--- config.mk ---
export PLATFORM = sky130hd
export DESIGN_NAME = dpbh_ctrl
export DESIGN_NICKNAME = d
export VERILOG_FILES = /design/src/hw/dpbh_ctrl.v /design/src/hw/dpbh_timer.v
export VERILOG_INCLUDE_DIRS = /design/src /design/src/hw
export SDC_FILE = /design/constraint.sdc
export NUM_CORES = 1
export LEC_CHECK = 0
export BUFFER_PORTS_ARGS = -buffer_cell sky130_fd_sc_hd__buf_4
export CORE_MARGIN = 1
export CORE_UTILIZATION = 35
export CTS_CLUSTER_DIAMETER = 40
export DETAILED_ROUTE_END_ITERATION = 16
export PLACE_DENSITY_LB_ADDON = 0.05
export SLEW_MARGIN = 40
export SYNTH_ARGS = -nofsm -noshare
export SYNTH_HDL_FRONTEND = slang
export SYNTH_HIERARCHICAL = 1
export SYNTH_SLANG_ARGS = --single-unit
--- constraint.sdc ---
create_clock -name clk_sys_in -period 2.5 [get_ports clk_sys_in]
set_input_delay 0.5 -clock clk_sys_in [delete_from_list [all_inputs] [get_ports clk_sys_in]]
set_output_delay 0.5 -clock clk_sys_in [all_outputs]
set_load 0.02 [all_outputs]
--- src/hw/dpbh_consts.vh ---
// timing and width constants for the dual-port memory port controller
`ifndef DPBH_CONSTS_VH
`define DPBH_CONSTS_VH

// ****************************************
// widths
// ****************************************
`define DPBH_AW 11
`define DPBH_DW 8
`define DPBH_CW 6

// ****************************************
// clock and device times in ns
// ****************************************
`define DPBH_CLK_NS 4
`define DPBH_TAA_NS 35
`define DPBH_TBDD_NS 35
`define DPBH_TPWE_NS 25
`define DPBH_THZWE_NS 20
`define DPBH_TSD_NS 15
`define DPBH_TWH_NS 30

// ****************************************
// derived cycle counts, least times round up
// ****************************************
`define DPBH_CYC(ns) (((ns) + `DPBH_CLK_NS - 1) / `DPBH_CLK_NS)
`define DPBH_TAA_CYC `DPBH_CYC(`DPBH_TAA_NS)
`define DPBH_TBDD_CYC `DPBH_CYC(`DPBH_TBDD_NS)
`define DPBH_TWH_CYC `DPBH_CYC(`DPBH_TWH_NS)
`define DPBH_PW_NS ((`DPBH_TPWE_NS > (`DPBH_THZWE_NS + `DPBH_TSD_NS)) ? \
   `DPBH_TPWE_NS : (`DPBH_THZWE_NS + `DPBH_TSD_NS))
`define DPBH_TPW_CYC `DPBH_CYC(`DPBH_PW_NS)

`endif

--- src/hw/dpbh_ctrl.v ---
// host-side controller for one port of a two-port static memory
// Operation
// device writes while enable and strobe low
// data held across terminating strobe rise
// other port data settles after access
// strobe held high through every read
// address valid before enable falls
// write pulse covers disable plus setup
// late enable keeps outputs off
// interrupt pin only on large packages
// device lowers busy on address match
// device raises busy on mismatch
// address ahead of enable for priority
// strobe lowered no earlier than busy; code lowers strobe one cycle after enable, before it first samples busy
// strobe held low after busy rises
// read data valid after busy rises
// device sets interrupt after write
// device clears interrupt on acknowledge
// data only trusted after access time
// only losing port sees busy
`timescale 1ns/1ns
`include "dpbh_consts.vh"

module dpbh_ctrl
(
   input  wire                   clk_sys_in,
   input  wire                   nrst_in,
   input  wire                   ce_in,
   input  wire                   req_in,
   input  wire                   we_in,
   input  wire [`DPBH_AW-1:0]    addr_in,
   input  wire [`DPBH_DW-1:0]    wdata_in,
   output reg                    ready_out,
   output reg                    done_out,
   output reg  [`DPBH_DW-1:0]    rdata_out,
   output reg                    waited_out,
   output reg                    irq_out,
   output reg                    mem_ce_n_out,
   output reg                    mem_oe_n_out,
   output reg                    mem_rw_n_out,
   output reg  [`DPBH_AW-1:0]    mem_addr_out,
   output reg  [`DPBH_DW-1:0]    mem_dq_out,
   output reg                    mem_dq_oe_out,
   input  wire [`DPBH_DW-1:0]    mem_dq_in,
   input  wire                   mem_busy_n_in,
   input  wire                   mem_int_n_in
);

   // ****************************************
   // states and wait counts
   // ****************************************
   localparam [9:0] S_IDLE   = 10'h001;
   localparam [9:0] S_SETUP  = 10'h002;
   localparam [9:0] S_RACC   = 10'h004;
   localparam [9:0] S_RBUSY  = 10'h008;
   localparam [9:0] S_RDATA  = 10'h010;
   localparam [9:0] S_WCE    = 10'h020;
   localparam [9:0] S_WPULSE = 10'h040;
   localparam [9:0] S_WBUSY  = 10'h080;
   localparam [9:0] S_WEND   = 10'h100;
   localparam [9:0] S_DONE   = 10'h200;

   // whole-number counts, cut to the timer width below
   localparam integer        C_AA_I  = `DPBH_TAA_CYC;
   localparam integer        C_BDD_I = `DPBH_TBDD_CYC;
   localparam integer        C_PW_I  = `DPBH_TPW_CYC;
   localparam integer        C_WH_I  = `DPBH_TWH_CYC;

   localparam [`DPBH_CW-1:0] C_AA  = C_AA_I[`DPBH_CW-1:0];
   localparam [`DPBH_CW-1:0] C_BDD = C_BDD_I[`DPBH_CW-1:0];
   localparam [`DPBH_CW-1:0] C_PW  = C_PW_I[`DPBH_CW-1:0];
   localparam [`DPBH_CW-1:0] C_WH  = C_WH_I[`DPBH_CW-1:0];

   reg  [9:0]            state_r;
   reg  [9:0]            state_nxt;
   reg                   is_wr_r;
   reg                   ld;
   reg  [`DPBH_CW-1:0]   ld_val;
   wire                  tmr_done;

   // ****************************************
   // wait timer
   // ****************************************
   dpbh_timer u_timer
   (
      .clk_sys_in (clk_sys_in),
      .nrst_in    (nrst_in),
      .en_in      (ce_in),
      .load_in    (ld),
      .value_in   (ld_val),
      .done_out   (tmr_done)
   );

   // ****************************************
   // next state
   // ****************************************
   always @*
   begin
      state_nxt = state_r;
      ld        = 1'b0;
      ld_val    = C_AA;
      case (state_r)
         S_IDLE:
            if (req_in)
               state_nxt = S_SETUP;
         S_SETUP:
         begin
            if (is_wr_r)
               state_nxt = S_WCE;
            else
            begin
               ld        = 1'b1;
               ld_val    = C_AA;
               state_nxt = S_RACC;
            end
         end
         S_RACC:
         begin
            // contended read waits for busy release
            if (!mem_busy_n_in)
               state_nxt = S_RBUSY;
            // capture only after full access time
            else if (tmr_done)
               state_nxt = S_DONE;
         end
         S_RBUSY:
            if (mem_busy_n_in)
            begin
               ld        = 1'b1;
               ld_val    = C_BDD;
               state_nxt = S_RDATA;
            end
         S_RDATA:
            if (tmr_done)
               state_nxt = S_DONE;
         S_WCE:
         begin
            // pulse sized for disable plus setup
            ld        = 1'b1;
            ld_val    = C_PW;
            state_nxt = S_WPULSE;
         end
         S_WPULSE:
         begin
            // busy checked only once strobe is low
            if (!mem_busy_n_in)
               state_nxt = S_WBUSY;
            else if (tmr_done)
               state_nxt = S_WEND;
         end
         S_WBUSY:
            // extra low time after busy rises
            if (mem_busy_n_in)
            begin
               ld        = 1'b1;
               ld_val    = C_WH;
               state_nxt = S_WPULSE;
            end
         S_WEND:
            state_nxt = S_DONE;
         S_DONE:
            state_nxt = S_IDLE;
         default:
            state_nxt = S_IDLE;
      endcase
   end

   // ****************************************
   // state and pin registers
   // ****************************************
   always @(posedge clk_sys_in or negedge nrst_in)
   begin
      if (!nrst_in)
      begin
         state_r       <= S_IDLE;
         is_wr_r       <= 1'b0;
         ready_out     <= 1'b0;
         done_out      <= 1'b0;
         rdata_out     <= 8'h00;
         waited_out    <= 1'b0;
         irq_out       <= 1'b0;
         mem_ce_n_out  <= 1'b1;
         mem_oe_n_out  <= 1'b1;
         mem_rw_n_out  <= 1'b1;
         mem_addr_out  <= 11'h000;
         mem_dq_out    <= 8'h00;
         mem_dq_oe_out <= 1'b0;
      end
      else if (ce_in)
      begin
         state_r   <= state_nxt;
         ready_out <= (state_nxt == S_IDLE);
         done_out  <= 1'b0;
         // interrupt level passed to the user
         irq_out   <= ~mem_int_n_in;
         case (state_r)
            S_IDLE:
               if (req_in)
               begin
                  // address goes out a cycle before enable
                  is_wr_r      <= we_in;
                  mem_addr_out <= addr_in;
                  mem_dq_out   <= wdata_in;
                  mem_rw_n_out <= 1'b1;
                  waited_out   <= 1'b0;
                  ready_out    <= 1'b0;
               end
            S_SETUP:
            begin
               // address already stable when enable falls
               mem_ce_n_out <= 1'b0;
               // strobe stays high, output enable only on reads
               mem_oe_n_out <= is_wr_r;
            end
            S_RACC, S_RDATA:
               if (state_nxt == S_DONE)
               begin
                  rdata_out    <= mem_dq_in;
                  mem_ce_n_out <= 1'b1;
                  mem_oe_n_out <= 1'b1;
               end
            S_RBUSY:
               waited_out <= 1'b1;
            S_WCE:
            begin
               // enable fell first so the port may be written
               mem_rw_n_out  <= 1'b0;
               mem_dq_oe_out <= 1'b1;
            end
            S_WBUSY:
               waited_out <= 1'b1;
            S_WPULSE:
               // strobe rise ends the internal write
               if (state_nxt == S_WEND)
                  mem_rw_n_out <= 1'b1;
            S_WEND:
            begin
               // data held one cycle past strobe rise
               mem_ce_n_out  <= 1'b1;
               mem_dq_oe_out <= 1'b0;
            end
            S_DONE:
               done_out <= 1'b1;
            default:
               mem_ce_n_out <= 1'b1;
         endcase
      end
   end

endmodule

--- src/hw/dpbh_timer.v ---
// down counter that marks the end of a device wait
`timescale 1ns/1ns
`include "dpbh_consts.vh"

module dpbh_timer
(
   input  wire                   clk_sys_in,
   input  wire                   nrst_in,
   input  wire                   en_in,
   input  wire                   load_in,
   input  wire [`DPBH_CW-1:0]    value_in,
   output wire                   done_out
);

   reg  [`DPBH_CW-1:0] cnt_r;

   assign done_out = (cnt_r == {`DPBH_CW{1'b0}});

   always @(posedge clk_sys_in or negedge nrst_in)
   begin
      if (!nrst_in)
         cnt_r <= {`DPBH_CW{1'b0}};
      else if (en_in)
      begin
         if (load_in)
            cnt_r <= value_in;
         else if (!done_out)
            cnt_r <= cnt_r - 6'h01;
      end
   end

endmodule

======== Word-level counts from Yosys, hierarchy flattened ========
Cells that the tools add are included.
storage, ports and cells
  word-level logic and storage cells ...... 78
  bits in registers ....................... 52
  input bits .............................. 34
  output and inout port bits .............. 35
cells by class
  muxes and demuxes ....................... 28
  equality and inequality tests ........... 17
  reduce and logical (&&, ||, !) cells .... 16
  add/sub/neg operators ................... 1
  bitwise logic cells ..................... 2
operators by type and width
  operator                                                                number
  10-bit case mux with 9 select lines                                     1
  10-bit two-way mux                                                      7
  10-bit by 1-bit equality test with 1-bit output, second input constant  2
  10-bit equality test, second input constant                             2
  10-bit by 9-bit equality test with 1-bit output, second input constant  2
  6-bit two-way mux                                                       3
  3-bit AND reduction                                                     5
  1-bit two-way mux                                                       11
  10-bit by 2-bit equality test with 1-bit output, second input constant  1
  10-bit by 3-bit equality test with 1-bit output, second input constant  1
  10-bit by 4-bit equality test with 1-bit output, second input constant  1
  10-bit by 5-bit equality test with 1-bit output, second input constant  1
  10-bit by 6-bit equality test with 1-bit output, second input constant  1
  10-bit by 7-bit equality test with 1-bit output, second input constant  1
  10-bit by 8-bit equality test with 1-bit output, second input constant  1
  1-bit case mux with 3 select lines                                      3
  2-bit != test, second input constant                                    4
  6-bit zero test                                                         1
  1-bit case mux with 2 select lines                                      3
  2-bit nonzero test                                                      3
  6-bit OR reduction                                                      1
  6-bit by 1-bit subtractor with 6-bit output, second input constant      1
  2-bit AND reduction                                                     2
  4-bit AND reduction                                                     1
  3 further kinds                                                         5

======== Logic depth before layout (Yosys ltp) ========
Gate-level depths: netlist of the first run.
  depth after elaboration ................. 7
  gate-level depth with buffers ........... 11
  gate-level depth less buffers ........... 10

======== Cells and area by module ========
Netlist of the first run, hierarchy kept.
by module, submodules not included
  module      times used  sequential area each (um2)  cells an instance  area each (um2)
  dpbh_ctrl   1           1156.1                      193                2333.5
  dpbh_timer  1           150.1                       52                 439.2

======== Worst setup path after synthesis of the first run ========
OpenSTA, ideal clock, no wires.
  path type ............................... register -> register
  from .................................... reg state_r[9]
  to ...................................... reg u_timer.cnt_r[2]
  library setup time ...................... 0.128 ns
  path buffers ............................ 1
  setup slack ............................. -0.105 ns
  clock period less this slack ............ 2.605 ns
  stages on the path, launching flop included .. 10
  required time ........................... 2.372 ns
  arrival time ............................ 2.477 ns
  cell sequence ........................... dfrtp_1 > or4_4 > or3_4 > nor4_1 > a21oi_1 > o21ai_0 > clkbuf_1 > and4bb_2 > o21ai_0 > nand3_1
between the ends
  longest elaborated chain between the ends .. 5
  elaborated cells on any way between the ends .. 9
  those cells by class .................... eq/ne: 5; mux: 2; reduce/logical: 2
ends and longest elaborated chain
  element                                                                                                             line             text
  start: declaration                                                                                                  dpbh_ctrl.v:74   reg [9:0] state_r;
  start signal: assignment                                                                                            dpbh_ctrl.v:191  state_r <= state_nxt;
  10-bit by 8-bit equality test with 1-bit output or 10-bit by 4-bit equality test with 1-bit output (tied branches)  dpbh_ctrl.v:102  case (state_r)
  2-bit OR reduction (no line)                                                                                        -
  1-bit case mux with 3 select lines *                                                                                dpbh_ctrl.v:102
  net ld                                                                                                              dpbh_ctrl.v:77   reg ld;
  2-bit != test (no line)                                                                                             -
  2-bit AND reduction (no line)                                                                                       -
  end signal: assignment                                                                                              dpbh_timer.v:22  cnt_r <= {`DPBH_CW{1'b0}};
  end signal: assignment                                                                                              dpbh_timer.v:26  cnt_r <= value_in;
  end signal: assignment                                                                                              dpbh_timer.v:28  cnt_r <= cnt_r - 6'h01;
  end: declaration                                                                                                    dpbh_timer.v:15  reg [`DPBH_CW-1:0] cnt_r;
Mark *: on every way through the listed nets, which the timed path passes. The rest lies on a longest branch.
A chain may end at the register's enable or synchronous reset.

======== Final worst setup path of the first run ========
  from .................................... reg u_timer.cnt_r[2]
  to ...................................... reg rdata_out[6]
between the ends
  longest elaborated chain between the ends .. 6
  elaborated cells on any way between the ends .. 8
  those cells by class .................... eq/ne: 1; mux: 5; reduce/logical: 2
ends and longest elaborated chain
  element                                line                                               text
  6-bit zero test *                      dpbh_timer.v:17                                    assign done_out = (cnt_r == {`DPBH_CW{1'b0}});
  net tmr_done                           dpbh_ctrl.v:79                                     wire tmr_done;
  10-bit two-way mux (on tied branches)  dpbh_ctrl.v:148, dpbh_ctrl.v:123, dpbh_ctrl.v:134
  10-bit two-way mux (on tied branches)  dpbh_ctrl.v:146, dpbh_ctrl.v:120
  10-bit case mux with 9 select lines *  dpbh_ctrl.v:102
  10-bit equality test *                 dpbh_ctrl.v:216                                    if (state_nxt == S_DONE)
  3-bit AND reduction (no line) *        -
  end signal: assignment                 dpbh_ctrl.v:218                                    rdata_out <= mem_dq_in;
  end: declaration                       dpbh_ctrl.v:35                                     output reg [`DPBH_DW-1:0] rdata_out,
Marks and branches as above.

==> results.py, run 1 <==
metrics = {
    "clocking": {
        "htreeDepth": 2,
        "path_clk_slew_ns": 0.10,
        "cts_made_buffers": 5,
        "clock-sinks": 52,
        "cts.path.max_buffers": 2,
        "cts_root_buf": "clkbuf_8",
        "cts_tree": "yes",
        "clk_latency_ns": 0.31,
    },
    "floorplan": {
        "start_util": 0.3607,
        "io-pin-count": 69,
        "core_area_sq_mm": 0.007687,
        "die_area_sq_mm": 0.008282,
        "die_w_um": 91.01,
        "row_count": 32,
        "die_y_um": 91.01,
    },
    "critical_path": {
        "crit_family": "simple AND/OR/NAND/NOR gates",
        "cp_num_buf_inv": 2,
        "max_stage_delay_ns": 0.43,
        "worstPathMaxFanout": 8,
        "path_class": "register to register",
        "crit_top_cell": "a21oi_2",
        "critPathArrivalTime_ns": 2.56,
        "path_cells": "nor3_1 -> nand2_1 -> inv_2 -> o22ai_1 -> a21oi_2 -> a21oi_2 -> or3_1 -> buf_4 -> mux2_4",
        "endpoint_kind": "register",
        "worst_path_max_delay_cell": "dfrtp_1",
        "start_kind": "register",
        "required_ns": 2.70,
    },
    "drt": {
        "finalWirelength_mm": 6.768,
        "viasPerCell": 5.047,
        "drt_iter0_drc": 115,
        "wl_per_cell_um": 15.11,
        "vias": 2261,
        "first_pass_iters": 4,
        "route.detailed.drc": 0,
        "antenna_left": 0,
    },
    "placement": {
        "dpl.hpwl_mm": 4.829,
        "portBuffers": 68,
        "place_congestion": 0.8104,
        "numPlacedInstances": 436,
    },
    "global_route": {
        "grt_max_degree": 53,
        "first_global_vias": 2221,
        "overflow": 0,
        "grt_pass1_wl_mm": 11.19,
        "antenna_found_initial": 0,
        "grtUsageTotal": 0.1712,
    },
    "yosys": {
        "synthTopCellsByArea": "dfrtp_1 43%, mux2_4 14%, dfstp_2 3.8%",
        "synth-seq-cells": 52,
        "synthArstFlopShare": 1.000,
        "ys_types": 55,
        "avgSynthCellArea_sq_um": 11.32,
        "dominantRegCellSynth": "dfrtp_1",
        "yosysTopAreaCell": "dfrtp_1",
        "syn_inst": 245,
        "yosysSeqAreaShare": 0.4711,
        "yosys_warnings": 6,
        "synth_edf_count": 0,
        "synth_area_sq_mm": 0.002773,
        "post-synth-top-area-fraction": 0.4332,
    },
    "timing": {
        "hold_viol": 0,
        "slew_headroom": 0.5567,
        "rsz0062_at_grt": "false",
        "fmax_ghz": 0.4236,
        "fin_skew_ns": 0.007133,
        "setup_viol": 0,
        "period_share": 0.9444,
        "fin_hold_ws_ns": 0.2011,
        "fin_crit_ns": 2.361,
        "maxSlewViolCount": 0,
        "fin_tns_setup_ns": 0,
        "tightest_slew_ns": 0.6649,
    },
    "pwr": {
        "pwr_density_cell_mw_per_mm2": 849.5,
        "peakVddDrop_mv": 0.4581,
        "p_total_mw": 3.214,
        "power.leakage_nw": 1.830,
    },
    "cells_and_area": {
        "final_nets": 381,
        "fillers": 728,
        "fin_cells": 448,
        "diodes": 0,
        "area_growth_syn_to_layout_pct": 36.46,
        "final_util": 0.4922,
        "drive_above_1_share": 0.4798,
    },
    "hold_path": {
        "hold_path_class": "input port to async pin",
    },
    "run_status": {
        "status": "completed",
    },
    "flow_run": {
        "cap_violations": 0,
    },
}
==> repair_timing <==
| item | 4_1_cts | 5_1_grt |
|---|---|---|
| setup buffers | 2 | 1 |
| endpoints found under the hold margin | 0 | 0 |
| gates resized for setup | 3 | 8 |
| pin swaps | 0 | 4 |
| endpoints found under the setup margin | 10 | 16 |
| cloned | 0 | 1 |
| hold buffers | 0 | 0 |
==> flip-flops by register name, indices dropped and copies added (netlist names) <==
register       flops
done_out           1
irq_out            1
is_wr_r            1
mem_addr_out      11
mem_ce_n_out       1
mem_dq_oe_out      1
mem_dq_out         8
mem_oe_n_out       1
mem_rw_n_out       1
rdata_out          8
ready_out          1
state_r           10
u_timer/cnt_r      6
waited_out         1
==> worst register-to-register path, delay by kind of cell (launching register included) <==
kind / cells / cell delay (ns)
muxes: 1 / 0.31
buffers and inverters: 2 / 0.33
and+or+nand+nor: 3 / 0.80
DFF: 1 / 0.43
AOI/OAI and AO/OA: 3 / 0.38
==> Yosys cell counts (3+ instances only) <==
cell      number
o21ai_0       12
or3_1          6
dfstp_2        4
dfrtp_1       48
nor2_1         8
nor4b_1        3
a211oi_1       3
buf_6          4
o41ai_1        4
a21oi_1        5
nor4_1         9
nand4_1        5
inv_1         14
clkbuf_1       9
nand2_1       17
mux2_4        26
mux2_2         5
nand2b_1       3
nand3_1        6
a22oi_1        4
buf_2          3
==> report_power, final <==
group	switching, mW	internal, mW	total (mW)	leakage [nW]
sequential	0.169	1.09	1.26	0.644
combinational	0.627	0.724	1.35	1.13
clock	0.297	0.304	0.601	0.0600
==> routing by layer <==
metal	GRT usage	wire (um)
met5	0	0
met4	0.04365	72
met3	0.03183	335
met2	0.2929	3352
met1	0.2227	3007
==> cell families after synthesis <==
| group | after synthesis | share of synthesized area |
|---|---|---|
| adders and majority gates | 2 | 0.009024 |
| and+or+nand+nor | 79 | 0.1778 |
| buffers and inverters | 30 | 0.05279 |
| DFF | 52 | 0.4711 |
| xor gates and xnor gates | 3 | 0.009478 |
| other | 2 | 0.002709 |
| muxes | 32 | 0.1647 |
| AOI/OAI and AO/OA | 45 | 0.1124 |
==> cells in the final DEF (no fill, tap or decap), drive strengths merged, types with 2 or more instances in the layout <==
cell / n
o211ai: 2
nand3b: 2
a2111oi: 2
and4b: 2
nor4: 10
inv: 15
or3: 8
buf: 106
or4: 2
o2bb2ai: 2
o311ai: 2
nand2b: 3
a21oi: 6
dfrtp: 48
xor2: 2
ha: 2
o22ai: 2
and2: 2
nand4: 5
o41ai: 4
clkbuf: 5
nor2b: 2
nor4b: 3
nand3: 6
nor2: 8
nor3: 2
a211oi: 3
o21ai: 12
a22oi: 4
nor3b: 2
dfstp: 4
mux2: 31
nand2: 17
conb: 5
==> per-stage QoR <==
| stage | cell area [sq um] | worst slack, ns |
|---|---|---|
| finish | 3784 | 0.1391 |
| global route | 3784 | 0.01832 |
| CTS | 3751 | 0.003654 |
| detailed placement | 3602 | -0.02053 |
| global placement | 3602 | 0.03147 |
| floorplan | 2794 | 0.008693 |
==> layout make-up <==
| class | count | area [sq um] | share of cell area |
|---|---|---|---|
| multi-input combinational | 166 | 1373 | 0.3628 |
| sequential | 52 | 1306 | 0.3452 |
| timing repair buffer | 106 | 809.5 | 0.2140 |
| tap | 102 | 127.6 | 0.03373 |
| clock buffer | 5 | 68.82 | 0.01819 |
| inverter | 14 | 52.55 | 0.01389 |
| clock inverter | 3 | 46.29 | 0.01224 |
==> final timing paths <==
check	startpoint	slack, ns	cells past startpoint	endpoint
min in group clk_sys_in	mem_int_n_in	0.35	2	irq_out
setup reg to reg	u_timer/cnt_r[2]	0.14	9	rdata_out[6]
setup / recovery	u_timer/cnt_r[2]	0.14	9	rdata_out[6]
hold reg to reg	irq_out	0.50	2	irq_out
max in group asynchronous	nrst_in	1.84	1	state_r[6]
hold / removal	nrst_in	0.20	1	u_timer/cnt_r[0]
Power figures use the tool's default switching activity.
==> run 2: changes to the inputs <==
--- a/config.mk
+++ b/config.mk
@@ -6,10 +6,12 @@
 export SDC_FILE = /design/constraint.sdc
 export NUM_CORES = 1
 export LEC_CHECK = 0
+export ABC_AREA = 1
 export BUFFER_PORTS_ARGS = -buffer_cell sky130_fd_sc_hd__buf_4
 export CORE_MARGIN = 1
 export CORE_UTILIZATION = 35
 export CTS_CLUSTER_DIAMETER = 40
+export CTS_CLUSTER_SIZE = 10
 export DETAILED_ROUTE_END_ITERATION = 16
 export PLACE_DENSITY_LB_ADDON = 0.05
 export SLEW_MARGIN = 40
==> run 2 against run 1 <==
Net effect:
- count of clock-buffer cells in the layout is 1 higher
- clock power is 17% lower
- sequential power hardly changed
- wire length is 4.7% higher
- worst setup slack better by 0.16 ns
- worst hold slack better by 0.0096 ns
- largest cell class unchanged
- largest power group is now sequential cells
==> results.py, run 2 <==
metrics = {
    "yosys": {
        "dominantRegCellSynth": "dfrtp_1",
        "synth-compound-area-share": 0.08698,
        "synth_fa_ha_area_frac": 0.008741,
        "synth_area_sq_mm": 0.002863,
        "avgSynthCellArea_sq_um": 7.654,
        "synthArstFlopShare": 1.000,
        "syn_inst": 374,
        "yosys_warnings": 6,
        "ys_top_cells_by_count": "132 x nand2_1, 48 x dfrtp_1, 39 x inv_1",
        "yosysMostFrequentCell": "nand2_1",
        "synth-simple-area-share": 0.3597,
        "yosysSeqAreaShare": 0.4563,
        "yosysTopAreaCell": "dfrtp_1",
        "muxShareOfSynthArea": 0.003497,
        "post-synth-top-area-fraction": 0.4196,
        "synth_edf_count": 0,
        "synthTopCellsByArea": "dfrtp_1 42%, nand2_1 17%, inv_1 5.1%",
        "synth_top_family_by_area": "simple AND/OR/NAND/NOR gates",
        "synthXorXnorAreaFrac": 0.003059,
        "synth-seq-cells": 52,
        "ys_types": 37,
    },
    "clocking": {
        "cts.path.max_buffers": 2,
        "path_clk_slew_ns": 0.10,
        "clk_latency_ns": 0.30,
        "clock-sinks": 52,
        "cts_made_buffers": 5,
        "cts_setup_buffers": 0,
        "cts_tree": "yes",
        "cts_root_buf": "clkbuf_8",
        "cts-resized-gates": 0,
        "htreeDepth": 2,
        "postCtsHoldBufs": 0,
    },
    "timing": {
        "maxSlewViolCount": 0,
        "fin_tns_setup_ns": 0,
        "fmax_ghz": 0.4539,
        "tightest_slew_ns": 0.6782,
        "slew_headroom": 0.5479,
        "fin_skew_ns": 0.004500,
        "period_share": 0.8812,
        "setup_viol": 0,
        "fin_hold_ws_ns": 0.2107,
        "hold_viol": 0,
        "rsz0062_at_grt": "false",
        "fin_crit_ns": 2.203,
    },
    "floorplan": {
        "row_count": 32,
        "io-pin-count": 69,
        "die_y_um": 92.44,
        "die_area_sq_mm": 0.008545,
        "die_w_um": 92.44,
        "start_util": 0.3667,
        "core_area_sq_mm": 0.007807,
    },
    "drt": {
        "viasPerCell": 4.709,
        "finalWirelength_mm": 7.083,
        "first_pass_iters": 4,
        "antenna_left": 0,
        "drt_iter0_drc": 102,
        "vias": 2585,
        "route.detailed.drc": 0,
        "wl_per_cell_um": 12.90,
    },
    "critical_path": {
        "critPathArrivalTime_ns": 2.40,
        "path_class": "register to register",
        "worstPathMaxFanout": 13,
        "required_ns": 2.70,
        "rrSetupSlack_ns": 0.30,
        "start_kind": "register",
        "endpoint_kind": "register",
    },
    "placement": {
        "portBuffers": 68,
        "numPlacedInstances": 541,
        "place_congestion": 0.8352,
        "dpl.hpwl_mm": 5.238,
    },
    "cells_and_area": {
        "largest_reg_flops": 11,
        "final_util": 0.4569,
        "drive_above_1_share": 0.2752,
        "layout_commonest_cell": "nand2_1",
        "diodes": 0,
        "fillers": 777,
        "reg_top3": "mem_addr_out: 11 flops, state_r: 10 flops",
        "regMostFlops": "mem_addr_out",
        "multi_input_area_sq_mm": 0.001341,
        "final_nets": 482,
        "final_cell_mix": "132 x nand2_1, 72 x buf_4, 48 x dfrtp_1",
        "fin_cells": 549,
        "area_growth_syn_to_layout_pct": 24.61,
        "ff_latch_area_sq_mm": 0.001306,
    },
    "flow_run": {
        "cap_violations": 0,
    },
    "global_route": {
        "busiest_layer": "met2",
        "grt_max_degree": 53,
        "use_met1": 0.2216,
        "overflow": 0,
        "first_global_vias": 2513,
        "grt_pass1_wl_mm": 11.98,
        "antenna_found_initial": 0,
        "grtUsageMet3": 0.04023,
        "met2_usage": 0.2988,
        "grtUsageTotal": 0.1772,
    },
    "pwr": {
        "peakVddDrop_mv": 0.4339,
        "p_total_mw": 2.901,
        "power.leakage_nw": 1.944,
        "pwr_density_cell_mw_per_mm2": 813.1,
    },
    "run_status": {
        "status": "completed",
    },
    "hold_path": {
        "hold_path_class": "input port to async pin",
    },
}
## run 2: cell types whose count changed after synthesis, moves of 5 or more
| cell | change |
|---|---|
| nor2_1 | +20 |
| nand2_1 | +115 |
| mux2_4 | -26 |
| mux2_2 | -5 |
| inv_2 | +5 |
| clkbuf_1 | -8 |
| nand3_1 | +15 |
| or3_1 | -6 |
| nand2_2 | +9 |
| o21ai_1 | +5 |
| inv_1 | +25 |
| o21ai_2 | +8 |
| nor4_1 | -8 |
| nor2_2 | +8 |
## run 2: final timing paths
kind	cells after the start	startpoint	to
max	12	state_r[9]	u_timer/cnt_r[1]
max in group asynchronous	1	nrst_in	mem_dq_out[7]
min	1	nrst_in	state_r[3]
max reg2reg	12	state_r[9]	u_timer/cnt_r[1]
min in group clk_sys_in	3	addr_in[4]	mem_addr_out[4]
min reg2reg	2	mem_ce_n_out	mem_ce_n_out
## run 2: worst max-delay path, stage by stage (launching register included)
cell and delay [ns]:
dfrtp_1 0.45, nor2_4 0.33, nand2_1 0.11, nor2_1 0.20
nand2_1 0.11, nand2_1 0.10, nand2_1 0.05, o311ai_0 0.15
inv_2 0.18, nand4_2 0.17, nand2_4 0.11, nand2_1 0.08
o21ai_1 0.06
## run 2: metal layers
layer | wire (um) | vias up
met5 | 0 | -
met4 | 112 | 0
met3 | 359 | 10
met2 | 3422 | 64
met1 | 3189 | 1193
li1 | - | 1318
## run 2: per-stage QoR
step	instance area, sq um	worst slack [ns]
after floorplan	2874	0.2947
after global placement	3481	0.3653
after detailed placement	3481	0.3083
after CTS	3567	0.2824
after global routing	3567	0.03668
final	3567	0.2971
## run 2: cell families after synthesis
kind of cell | count (synthesis)
AO/OA/AOI/OAI | 39
XOR/XNOR | 1
adder cells (fa/ha/maj) | 2
buffers and inverters | 54
flip-flops | 52
multiplexers | 1
other | 2
AND/OR/NAND/NOR | 223
## run 2: power by group
part	switching [mW]	internal, mW	leakage (nW)
sequential	0.163	1.08	0.663
combinational	0.682	0.475	1.23
clock	0.299	0.201	0.0456
## run 2: area by class of cell
| class | instances | area share |
|---|---|---|
| sequential | 52 | 0.3662 |
| multi-input combinational | 271 | 0.3760 |
| timing repair buffer | 72 | 0.1515 |
| clock buffer | 6 | 0.02034 |
| inverter | 44 | 0.04630 |
| clock inverter | 2 | 0.003858 |
| tap | 102 | 0.03578 |
==> run 3: changes to the inputs <==
==> constraint.sdc (replaced) <==
create_clock -name clk_sys_in -period 2.2 [get_ports clk_sys_in]
set_input_delay 0.44 -clock clk_sys_in [delete_from_list [all_inputs] [get_ports clk_sys_in]]
set_output_delay 0.44 -clock clk_sys_in [all_outputs]
set_load 0.02 [all_outputs]
==> run 3 against run 2 <==
Net effect:
- register-to-register slack lost 0.07 ns
- combinational power grew 15%
- largest power group unchanged
- critical path type unchanged
- critical path depth is 1 higher
- power rose by 18%
- worst hold slack worse by 0.075 ns
==> results.py, run 3 (synthesized netlist as in run 2, its figures left out) <==
metrics = {
    "run_status": {
        "status": "completed",
    },
    "drt": {
        "viasPerCell": 4.783,
        "vias": 2650,
        "first_pass_iters": 4,
        "finalWirelength_mm": 7.322,
        "antenna_left": 0,
        "wl_per_cell_um": 13.22,
        "drt_iter0_drc": 121,
        "route.detailed.drc": 0,
    },
    "timing": {
        "tightest_slew_ns": 0.6696,
        "setup_viol": 0,
        "period_share": 0.8952,
        "maxSlewViolCount": 0,
        "slew_headroom": 0.5536,
        "fin_crit_ns": 1.970,
        "hold_viol": 0,
        "rsz0062_at_grt": "false",
        "fin_tns_setup_ns": 0,
        "fin_skew_ns": 0.01677,
        "fin_hold_ws_ns": 0.1357,
        "fmax_ghz": 0.5077,
    },
    "pwr": {
        "pwr_density_cell_mw_per_mm2": 940.0,
        "power.leakage_nw": 1.973,
        "peakVddDrop_mv": 0.4752,
        "p_total_mw": 3.430,
    },
    "floorplan": {
        "row_count": 32,
        "core_area_sq_mm": 0.007807,
        "die_area_sq_mm": 0.008545,
        "die_w_um": 92.44,
        "die_y_um": 92.44,
        "io-pin-count": 69,
        "start_util": 0.3667,
    },
    "placement": {
        "dpl.hpwl_mm": 5.395,
        "place_congestion": 0.8817,
        "portBuffers": 68,
        "post_dp_cell_area_sq_mm": 0.003496,
    },
    "cells_and_area": {
        "layout_commonest_cell": "nand2_1",
        "largest_reg_flops": 11,
        "final_nets": 487,
        "final_area_sq_mm": 0.003649,
        "regMostFlops": "mem_addr_out",
        "final_cell_mix": "132 x nand2_1, 76 x buf_4, 48 x dfrtp_1",
        "area_growth_syn_to_layout_pct": 27.45,
        "reg_top3": "mem_addr_out: 11 flops, state_r: 10 flops",
        "diodes": 0,
        "drive_above_1_share": 0.2876,
    },
    "critical_path": {
        "crit_family": "simple AND/OR/NAND/NOR gates",
        "path_class": "register to register",
        "worstPathMaxFanout": 10,
        "start_kind": "register",
        "critPathArrivalTime_ns": 2.17,
        "required_ns": 2.40,
        "path_cells": "nor2_2 -> nand2_2 -> nor2_2 -> nand2_1 -> nand2_1 -> nand2_1 -> o311ai_1 -> inv_2 -> nand4_2 -> nand2_4 -> inv_2 -> nand2_1 -> nand2_1",
        "max_stage_delay_ns": 0.59,
        "crit_top_cell": "nand2_1",
        "worst_path_max_delay_cell": "dfstp_2",
        "cp_num_buf_inv": 2,
        "endpoint_kind": "register",
    },
    "clocking": {
        "path_clk_slew_ns": 0.11,
        "htreeDepth": 2,
        "postCtsHoldBufs": 0,
        "cts_made_buffers": 5,
        "cts.path.max_buffers": 2,
        "clk_latency_ns": 0.31,
        "cts_root_buf": "clkbuf_8",
        "clock-sinks": 52,
        "cts_tree": "yes",
    },
    "global_route": {
        "grt_max_degree": 53,
        "antenna_found_initial": 0,
        "grt_pass1_wl_mm": 12.09,
        "first_global_vias": 2534,
        "overflow": 0,
        "grtUsageTotal": 0.1797,
    },
    "hold_path": {
        "hold_path_class": "input port to async pin",
    },
    "flow_run": {
        "cap_violations": 0,
    },
}
run 3: changes by cell type in the layout (fill, tap and decap cells not counted):
cell,delta
nor2_1,-1
nor4_2,+1
nor4_1,-1
bufinv_16,+1
o311ai_0,-1
nor2_2,+1
buf_4,+4
o311ai_1,+1
clkinv_2,-1
nand3_4,+1
run 3: power breakdown:
group	switching [mW]	leakage, nW	internal, mW
logic	0.784	1.25	0.546
registers	0.190	0.663	1.23
clock network	0.337	0.0558	0.345
run 3: final timing paths:
| kind | end | slack, ns | from | depth (start not counted) |
|---|---|---|---|---|
| worst max register to register | u_timer/cnt_r[3] | 0.23 | state_r[0] | 13 |
| worst max-delay path | u_timer/cnt_r[3] | 0.23 | state_r[0] | 13 |
| worst min-delay path | state_r[3] | 0.14 | nrst_in | 1 |
| worst min register to register | mem_oe_n_out | 0.47 | mem_oe_n_out | 2 |
| max in group asynchronous | state_r[5] | 1.58 | nrst_in | 1 |
| min in group clk_sys_in | mem_dq_out[0] | 0.32 | wdata_in[0] | 3 |
run 3: through the flow:
| stage | std cells | worst slack, ns | util |
|---|---|---|---|
| 2_1_floorplan | 377 | 0.2296 | - |
| 3_3_place_gp | 543 | 0.1273 | 0.4478 |
| 3_5_place_dp | 543 | 0.09648 | 0.4478 |
| 4_1_cts | 551 | 0.06848 | 0.4620 |
| 5_1_grt | 554 | 0.006345 | 0.4673 |
| 6_report | 554 | 0.2305 | 0.4673 |
run 3: cell type report:
class / instances / area [sq um]
sequential: 52 / 1306
fill: 813 / 4159
clock inverter: 2 / 38.79
inverter: 44 / 165.2
multi-input combinational: 272 / 1368
tap: 102 / 127.6
timing repair buffer: 76 / 570.5
clock buffer: 6 / 72.57
run 3: repair_timing:
action | 4_1_cts | 5_1_grt
resized for setup | 0 | 3
setup buffers | 0 | 2
setup endpoints to repair | 0 | 14
run 3: layer usage:
metal  GRT usage  wire, um
met5           0         0
met4     0.07422       150
met3     0.03777       391
met2      0.2858      3501
met1      0.2370      3277
